## config.mk

```make
export PLATFORM = sky130hd
export DESIGN_NAME = dram_host_ctrl
export DESIGN_NICKNAME = d
export VERILOG_FILES = /design/src/dram_host_pkg.sv /design/src/dram_host_ctrl.sv
export SDC_FILE = /design/constraint.sdc
export NUM_CORES = 1
export LEC_CHECK = 0
export ABC_CLOCK_PERIOD_IN_PS = 5060
export BUFFER_PORTS_ARGS = -buffer_cell sky130_fd_sc_hd__buf_2
export CAP_MARGIN = 10
export CORE_UTILIZATION = 45
export CTS_CLUSTER_SIZE = 12
export DETAILED_ROUTE_END_ITERATION = 8
export PLACE_DENSITY = 0.68
export SLEW_MARGIN = 20
export SYNTH_ARGS = -nofsm -noshare
export SYNTH_HDL_FRONTEND = slang
export SYNTH_SLANG_ARGS = --single-unit
```

## constraint.sdc

```tcl
create_clock -name core_clk -period 5.06 [get_ports core_clk]
set_input_delay 1.012 -clock core_clk [delete_from_list [all_inputs] [get_ports core_clk]]
set_output_delay 1.012 -clock core_clk [all_outputs]
set_load 0.05 [all_outputs]
```

## src/dram_host_pkg.sv

```systemverilog
// Purpose: Shared constants for the memory timing controller that drives the
//          address multiplexer and refresh counter device.
// Assumes: 40 MHz core clock; APB register window with 32-bit data.
// Notes:   Timing counts are derived here from times in nanoseconds.
package dram_host_pkg;

	// ------------------------------------------------------------------
	// Register map
	// ------------------------------------------------------------------
	localparam logic [7:0] REG_CTRL   = 8'h00;
	localparam logic [7:0] REG_ADDR   = 8'h04;
	localparam logic [7:0] REG_CMD    = 8'h08;
	localparam logic [7:0] REG_STATUS = 8'h0c;

	localparam int CTRL_W             = 5;
	localparam int CTRL_REFRESH_EN    = 0;
	localparam int CTRL_SCRUB         = 1;
	localparam int CTRL_ACTIVE_HIGH   = 2;
	localparam int CTRL_LATCH_HOLD    = 3;
	localparam int CTRL_CS_EN         = 4;
	localparam logic [4:0] CTRL_RESET = 5'h11;

	localparam int CMD_ACCESS         = 0;
	localparam int CMD_CLEAR          = 1;

	localparam int STAT_BUSY          = 0;
	localparam int STAT_ACC_PEND      = 1;
	localparam int STAT_CLR_PEND      = 2;
	localparam int STAT_REF_PEND      = 3;
	localparam int STAT_COUNT_LSB     = 16;

	// ------------------------------------------------------------------
	// Device address layout
	// ------------------------------------------------------------------
	localparam int ROW_W   = 10;
	localparam int COL_W   = 10;
	localparam int BANK_W  = 2;
	localparam int LATCH_W = ROW_W + COL_W + BANK_W;
	localparam int BANK_LSB = ROW_W + COL_W;

	// Mode pin codes, written as {mode_ctl_hi, mode_ctl_lo}.
	localparam logic [1:0] MODE_REFRESH = 2'b00;
	localparam logic [1:0] MODE_SCRUB   = 2'b01;
	localparam logic [1:0] MODE_ACCESS  = 2'b10;
	localparam logic [1:0] MODE_CLEAR   = 2'b11;

	// ------------------------------------------------------------------
	// Timing
	// ------------------------------------------------------------------
	localparam int CLK_MHZ        = 40;
	localparam int T_PHASE_NS     = 50;
	localparam int PHASE_CYCLES   = (T_PHASE_NS * CLK_MHZ + 999) / 1000;
	localparam int T_REFRESH_NS   = 15000;
	localparam int REFRESH_CYCLES = (T_REFRESH_NS * CLK_MHZ) / 1000;
	localparam int PHASE_CNT_W    = 8;
	localparam int TIMER_W        = 12;

	typedef enum logic [5:0] {
		ST_IDLE    = 6'b000001,
		ST_SETUP   = 6'b000010,
		ST_ROW     = 6'b000100,
		ST_MUX     = 6'b001000,
		ST_COL     = 6'b010000,
		ST_RECOVER = 6'b100000
	} state_t;

endpackage

```

## src/dram_host_ctrl.sv

```systemverilog
// Purpose: Memory timing controller that sequences the address multiplexer
//          and refresh counter device through its strobe and mode pins.
// Assumes: One 40 MHz clock, synchronous active-low reset, APB slave port.
// Notes:   Every device pin and every APB output comes from a flip-flop.
//
// Summary of operation
// - Scrub mode may write pattern at power-up
// - Latch_open may be held high permanently
// - More banks need per-device chip select
// - Scrubbing runs read-modify-write at counter addresses
// - Controller generates strobes, half select, modes
// - Controller arbitrates refresh against access cycles
// - Top address bits drive the bank picks
//
// Decided for this implementation: the placing of the registers and the APB slave port.
`timescale 1ns/100ps
`default_nettype none

module dram_host_ctrl
#(
	parameter int unsigned REFRESH_PERIOD = dram_host_pkg::REFRESH_CYCLES,
	parameter int unsigned PHASE_LEN      = dram_host_pkg::PHASE_CYCLES
)
(
	input  wire logic        core_clk,
	input  wire logic        reset_n,
	input  wire logic        psel,
	input  wire logic        penable,
	input  wire logic        pwrite,
	input  wire logic [7:0]  paddr,
	input  wire logic [31:0] pwdata,
	output var  logic [31:0] prdata,
	output var  logic        pready,
	output var  logic        pslverr,
	output var  logic        row_strobe_in,
	output var  logic        col_strobe_in,
	output var  logic        addr_half_select,
	output var  logic        mode_ctl_lo,
	output var  logic        mode_ctl_hi,
	output var  logic        latch_open,
	output var  logic        chip_select_n,
	output var  logic        bank_pick_0,
	output var  logic        bank_pick_1,
	output var  logic [19:0] addr_out
);
	import dram_host_pkg::*;

	// ------------------------------------------------------------------
	// Registers and decode
	// ------------------------------------------------------------------
	state_t                   state_q;
	state_t                   state_d;
	logic [PHASE_CNT_W-1:0]   phase_q;
	logic [CTRL_W-1:0]        ctrl_q;
	logic [LATCH_W-1:0]       addr_q;
	logic                     acc_pend_q;
	logic                     clr_pend_q;
	logic                     ref_pend_q;
	logic [TIMER_W-1:0]       timer_q;
	logic [15:0]              ref_count_q;

	wire setup_phase = psel & ~penable;
	wire access_done = psel & penable & pready;
	wire wr_done     = access_done & pwrite;
	wire hit_ctrl    = (paddr == REG_CTRL);
	wire hit_addr    = (paddr == REG_ADDR);
	wire hit_cmd     = (paddr == REG_CMD);
	wire hit_status  = (paddr == REG_STATUS);
	wire addr_ok     = hit_ctrl | hit_addr | hit_cmd | hit_status;
	wire idle        = (state_q == ST_IDLE);

	wire [31:0] status_word = {ref_count_q, 12'h000, ref_pend_q, clr_pend_q,
		acc_pend_q, ~idle};
	wire [31:0] rd_data = hit_ctrl ? {27'h0000000, ctrl_q} :
		hit_addr ? {10'h000, addr_q} :
		hit_status ? status_word : 32'h00000000;

	// ------------------------------------------------------------------
	// Arbitration
	// ------------------------------------------------------------------
	// Clearing and refresh outrank a waiting access, so an access asked for
	// during a refresh starts right after it instead of stretching refresh.
	// The timer wraps at the period even while refresh is off, so the first
	// request after enabling comes within one period, not one full timer wrap.
	wire timer_wrap = (timer_q == TIMER_W'(REFRESH_PERIOD - 1));
	wire timer_tick = ctrl_q[CTRL_REFRESH_EN] & timer_wrap;
	wire start_clr  = idle & clr_pend_q;
	wire start_ref  = idle & ~clr_pend_q & ref_pend_q;
	wire start_acc  = idle & ~clr_pend_q & ~ref_pend_q & acc_pend_q;
	wire start_any  = start_clr | start_ref | start_acc;
	wire [1:0] refresh_mode = ctrl_q[CTRL_SCRUB] ? MODE_SCRUB : MODE_REFRESH;
	wire [1:0] start_mode = start_clr ? MODE_CLEAR :
		start_ref ? refresh_mode : MODE_ACCESS;
	wire [1:0] mode_now = {mode_ctl_hi, mode_ctl_lo};
	wire [1:0] mode_d   = start_any ? start_mode : mode_now;
	wire uses_column = (mode_now == MODE_SCRUB) | (mode_now == MODE_ACCESS);
	wire phase_done  = (phase_q == PHASE_CNT_W'(PHASE_LEN - 1));

	// ------------------------------------------------------------------
	// Cycle sequencer
	// ------------------------------------------------------------------
	always_comb
	begin
		state_d = state_q;
		case (state_q)
			ST_IDLE:
				if (start_any)
					state_d = ST_SETUP;
			ST_SETUP:
				if (phase_done)
					state_d = ST_ROW;
			ST_ROW:
				if (phase_done)
					state_d = uses_column ? ST_MUX : ST_RECOVER;
			ST_MUX:
				if (phase_done)
					state_d = ST_COL;
			ST_COL:
				if (phase_done)
					state_d = ST_RECOVER;
			ST_RECOVER:
				if (phase_done)
					state_d = ST_IDLE;
			default:
				state_d = ST_IDLE;
		endcase
	end

	// Next pin levels, expressed as active-high before polarity is applied.
	wire ras_act  = (state_d == ST_ROW) | (state_d == ST_MUX) | (state_d == ST_COL);
	wire cas_act  = (state_d == ST_COL);
	wire half_d   = (state_d == ST_MUX) | (state_d == ST_COL);
	wire inactive = ~ctrl_q[CTRL_ACTIVE_HIGH];
	wire latch_d  = ctrl_q[CTRL_LATCH_HOLD] |
		((state_d == ST_SETUP) & (mode_d == MODE_ACCESS));
	wire done_ref = (state_q == ST_RECOVER) & phase_done & ~mode_ctl_hi;

	always_ff @(posedge core_clk)
	begin
		if (!reset_n)
		begin
			state_q <= ST_IDLE;
			phase_q <= '0;
		end
		else
		begin
			state_q <= state_d;
			phase_q <= (state_d != state_q) ? '0 : phase_q + 1'b1;
		end
	end

	// The inactive strobe edge at the end of each refresh, scrub or clear cycle is what steps or
	// clears the counters inside the device; no separate pulse is needed.
	always_ff @(posedge core_clk)
	begin
		if (!reset_n)
		begin
			row_strobe_in    <= 1'b1;
			col_strobe_in    <= 1'b1;
			addr_half_select <= 1'b0;
			mode_ctl_hi      <= 1'b0;
			mode_ctl_lo      <= 1'b0;
			latch_open       <= 1'b0;
			chip_select_n    <= 1'b1;
		end
		else
		begin
			row_strobe_in    <= ras_act ^ inactive;
			col_strobe_in    <= cas_act ^ inactive;
			addr_half_select <= half_d;
			{mode_ctl_hi, mode_ctl_lo} <= mode_d;
			latch_open       <= latch_d;
			chip_select_n    <= ~(ctrl_q[CTRL_CS_EN] & (state_d != ST_IDLE));
		end
	end

	always_ff @(posedge core_clk)
	begin
		if (!reset_n)
		begin
			addr_out    <= '0;
			bank_pick_0 <= 1'b0;
			bank_pick_1 <= 1'b0;
		end
		else if (start_acc)
		begin
			addr_out    <= addr_q[BANK_LSB-1:0];
			bank_pick_0 <= addr_q[BANK_LSB];
			bank_pick_1 <= addr_q[BANK_LSB+1];
		end
	end

	// ------------------------------------------------------------------
	// Refresh timer and pending requests
	// ------------------------------------------------------------------
	// Each pending flag lets a new request win over the start that clears it.
	always_ff @(posedge core_clk)
	begin
		if (!reset_n)
		begin
			timer_q     <= '0;
			ref_pend_q  <= 1'b0;
			acc_pend_q  <= 1'b0;
			clr_pend_q  <= 1'b0;
			ref_count_q <= '0;
		end
		else
		begin
			timer_q     <= timer_wrap ? '0 : timer_q + 1'b1;
			ref_pend_q  <= timer_tick | (ref_pend_q & ~start_ref);
			acc_pend_q  <= (wr_done & hit_cmd & pwdata[CMD_ACCESS]) |
				(acc_pend_q & ~start_acc);
			clr_pend_q  <= (wr_done & hit_cmd & pwdata[CMD_CLEAR]) |
				(clr_pend_q & ~start_clr);
			if (done_ref)
				ref_count_q <= ref_count_q + 1'b1;
		end
	end

	// ------------------------------------------------------------------
	// APB slave
	// ------------------------------------------------------------------
	always_ff @(posedge core_clk)
	begin
		if (!reset_n)
		begin
			ctrl_q <= CTRL_RESET;
			addr_q <= '0;
		end
		else if (wr_done)
		begin
			if (hit_ctrl)
				ctrl_q <= pwdata[CTRL_W-1:0];
			if (hit_addr)
				addr_q <= pwdata[LATCH_W-1:0];
		end
	end

	// No wait state: the answer is prepared in the setup cycle.
	always_ff @(posedge core_clk)
	begin
		if (!reset_n)
		begin
			pready  <= 1'b0;
			pslverr <= 1'b0;
			prdata  <= '0;
		end
		else if (setup_phase)
		begin
			pready  <= 1'b1;
			pslverr <= ~addr_ok;
			prdata  <= rd_data;
		end
		else if (access_done)
		begin
			pready  <= 1'b0;
			pslverr <= 1'b0;
		end
	end

endmodule

`default_nettype wire

```

==> Flow_metrics.wiki <==
{| class="wikitable"
! Metric !! Value
|-
| Per-instance average area after synthesis || 9.036 um^2
|-
| Worst-case headroom to the max-slew limit || 0.3519
|-
| CP top delay family || simple AND/OR/NAND/NOR gates
|-
| First-pass GRT wire length || 21950 um
|-
| Die height || 113.7 um
|-
| Total CTS buffers || 17
|-
| Register-to-register setup slack || about 2500 ps
|-
| Final wirelength || about 13000 um
|-
| Effective utilization at floorplan || 0.4652
|-
| ANT nets after route || 0
|-
| Quantity of I/O buffers inserted on ports || 97
|-
| Global-route usage over all layers || 0.2131
|-
| Total Die Area || between 10000 and 15000 um^2
|-
| Count of different cell masters after synthesis || 53
|-
| CP max stage cell || sky130_fd_sc_hd__or4b_1
|-
| Std-Cell Rows || 40
|-
| Register-to-Register Path Depth || 6
|-
| Average vias per placed instance || 5.372
|-
| Net switching component of the power || slightly below 0.5 mW
|-
| Final Max Slew Viols || 0
|-
| Critical Path Max Stage Delay || 530 ps
|-
| Area of all placed cells without fillers || 6837 um^2
|-
| Path class of the lowest-slack min-delay path || reg -> reg
|-
| Power share of the combinational group || 0.035
|-
| Worst-margin pin slew || 970.7 ps
|-
| MaxCap Viol Count || 0
|-
| Drc violations || 0
|-
| CTS tree || done
|-
| Sequential group share of total power || 0.445
|-
| Number of failing setup endpoints in the final timing report || 0
|-
| Sequential share of the synthesized area || 0.4816
|-
| Clock latency at the later pin of the worst-skew pair || between 400 and 500 ps
|-
| Commonest cells after routing, fill and taps aside || sky130_fd_sc_hd__dfxtp_1 (135), sky130_fd_sc_hd__nor2_1 (105), sky130_fd_sc_hd__buf_2 (97)
|-
| Hold buffer count at CTS || 0
|-
| Number of nets in the synthesized netlist || between 600 and 700
|-
| Maximum number of pins on one net before global-route repair || 61
|-
| Hpwl dp || ~8800 um
|-
| Clock Sink Count || 135
|-
| Instance count along the most critical hold path || 2
|-
| Flip-flop and latch count after synthesis || about 140
|-
| Post-Layout Cell Count || about 890
|-
| Cell Int Power || between 1.5 and 2 mW
|-
| Timing startpoint of the critical path || phase_q[0]
|-
| Die Wd || between 100 and 150 um
|-
| H-tree lvl count || 4
|-
| Number of antenna violations at the first check in global routing || 0
|-
| Largest driver fanout on the critical path || 12
|-
| DR pass1 iterations || 5
|-
| Gr ovfl total || 0
|-
| WL per Instance || 14.50 um
|-
| Critical Path End Type || flip-flop
|-
| Clock power frac || 0.521
|-
| Ports placed on the boundary || 108
|-
| Number of nets in the final layout || 758
|-
| Startpoint types || flip-flop
|-
| Leading cell type in the layout, fill and taps excluded || sky130_fd_sc_hd__dfxtp_1
|-
| Hold endpoint || prdata[17]
|-
| Power per Cell Area || 354.3 nW/um^2
|-
| Fin. Hold Viols || 0
|-
| Area of the mapped netlist || about 5600 um^2
|-
| Number of buffers and inverters on the critical path || 0
|-
| Worst Path Arrival || 2870 ps
|-
| Startpoint of the worst register-to-register path || phase_q[0]
|-
| Count of synthesis-stage warnings from yosys || 0
|-
| Period Utilization, post-route || 0.5004
|-
| Type of the setup path with the least slack || reg -> reg
|-
| Vias in the first global route || about 4.6k
|-
| Cells after DPL || 858
|-
| Cell chain of the critical path || ha_1 > or4b_1 > nor2_4 > nand4_1 > or4_1 > a21oi_1
|-
| Count of flip-flops with a built-in enable after synthesis || 0
|-
| Setup clock skew after layout || between 9 and 10 ps
|-
| # diodes || 0
|-
| Hold path startpoint || addr_q[17]
|-
| Final critical path time including I/O delays and setup || 2532 ps
|-
| Share of flip-flops with an asynchronous set or reset || 0
|-
| Layout overhead on the synthesized area || 21.83%
|-
| DRT iter0 DRCs || 252
|-
| Via count || approximately 4.8k
|-
| Top-area cell type share of the netlist area || 0.4816
|-
| Total placed instance area || 6222 um^2
|-
| Dominant cells by area after synthesis || sky130_fd_sc_hd__dfxtp_1 (48%), sky130_fd_sc_hd__mux2i_1 (8.9%), sky130_fd_sc_hd__nor2_1 (7.0%)
|-
| Max Freq || 395.0 MHz
|-
| Data required time at the worst endpoint || ~5400 ps
|-
| Clock tree root buffer cell || sky130_fd_sc_hd__clkbuf_16
|-
| Setup repair after global routing missed its margin || false
|-
| Post-CTS Setup Repair Bufs || 0
|-
| Static Leak || between 2 and 3 nW
|-
| Placeable Area || 12060 um^2
|-
| Most used flip-flop cell after synthesis || sky130_fd_sc_hd__dfxtp_1
|-
| IR Drop Worst-Case VDD || approximately 0.00026 V
|-
| Fraction of layout instances using a drive strength above 1 || 0.1958
|-
| Gpl congestion || about 0.83
|-
| Worst reg2reg endpoint || ref_count_q[12]
|-
| Total Neg Setup Slack || 0 ps
|-
| Synthesized instance count || slightly above 600
|-
| Status || finished, final reports clean
|-
| Post-CTS sizing || 0
|-
| Switching power as a share of total power || 0.2025
|-
| Cell type with the largest total area after synthesis || sky130_fd_sc_hd__dfxtp_1
|-
| Clock Tree Buf Depth || 2
|-
| Clock slew seen by the registers of the worst setup and hold paths || roughly 60 ps
|}
## worst register-to-register path: stages (launching register included)
cell and delay, ps:
sky130_fd_sc_hd__dfxtp_1 370, sky130_fd_sc_hd__ha_1 190, sky130_fd_sc_hd__or4b_1 530, sky130_fd_sc_hd__nor2_4 290, sky130_fd_sc_hd__nand4_1 390, sky130_fd_sc_hd__or4_1 530
sky130_fd_sc_hd__a21oi_1 150
## state kept, by name, summed over array words and instances (netlist names), 5 cells and up
| register | cells |
|---|---|
| timer_q | 12 |
| state_q | 6 |
| prdata | 32 |
| ctrl_q | 5 |
| phase_q | 8 |
| addr_q | 22 |
| ref_count_q | 16 |
| addr_out | 20 |
## synth_stat cells, drive strengths merged (2+ instances only)
master / n
nor2: 106
or4b: 2
dfxtp: 135
mux2i: 50
or4: 8
ha: 4
a21oi: 30
nor2b: 8
nand2: 43
inv: 6
nor4b: 6
and2: 3
nand4: 10
xor2: 14
o21ai: 23
and3: 9
nand3: 21
nor4: 6
o211ai: 2
or3: 8
a22oi: 29
xnor2: 11
o41ai: 2
clkbuf: 24
a2bb2oi: 2
o31ai: 5
o21a: 3
nand2b: 5
nor3: 19
o2111ai: 2
nand3b: 3
buf: 9
## logic make-up after synthesis
kind of cell | after synthesis | synth area share
AND/OR/NAND/NOR | 260 | 0.2294
multiplexers | 51 | 0.09119
XOR/XNOR | 25 | 0.03902
AO/OA/AOI/OAI | 106 | 0.1202
adder cells (fa/ha/maj) | 4 | 0.008919
buffers and inverters | 40 | 0.02965
flip-flops | 135 | 0.4816
## power by group through the flow
stage / clock network, mW / registers [mW] / logic (mW)
2_1_floorplan: 0 / 1.11 / 0.0436
3_3_place_gp: 0 / 1.10 / 0.0830
3_5_place_dp: 0 / 1.10 / 0.0845
4_1_cts: 1.28 / 1.08 / 0.0846
5_1_grt: 1.33 / 1.08 / 0.0930
6_report: 1.26 / 1.08 / 0.0843
## routing by layer
layer | wire length (um) | track usage | vias up
met1 | 5649 | 0.2608 | 2253
met2 | 6115 | 0.3419 | 133
met5 | 0 | 0 | -
met4 | 174 | 0.09211 | 0
met3 | 938 | 0.07173 | 12
li1 | - | - | 2372
## metrics by stage
stage	utilization	hold WS (ps)	setup slack (ps)	power, mW
6_report	0.5668	476.2	2528	2.422
5_1_grt	0.5668	502.2	2296	2.504
4_1_cts	0.5668	478.9	2522	2.444
3_5_place_dp	0.5159	465.9	2234	1.184
3_3_place_gp	0.5154	441.3	1969	1.182
2_1_floorplan	-	429.9	2454	1.152
## worst max-delay path by stage
stage	endpoint	slack, ps	depth (start not counted)
floorplan	addr_q[10]	2450	6
global placement	prdata[4]	1970	6
detailed placement	addr_out[8]	2230	4
CTS	ref_count_q[12]	2520	6
global route	ref_count_q[10]	2300	6
finish	ref_count_q[12]	2530	6
## final cells by class
class,count,area [um^2]
Fill cell,1096,5225
Multi-Input combinational cell,446,2760
Sequential cell,135,2703
Timing Repair Buffer,102,523.0
Clock buffer,23,498.0
Tap cell,168,210.2
Clock inverter,7,116.4
Inverter,7,26.28
(Power assumes the default switching activity.)
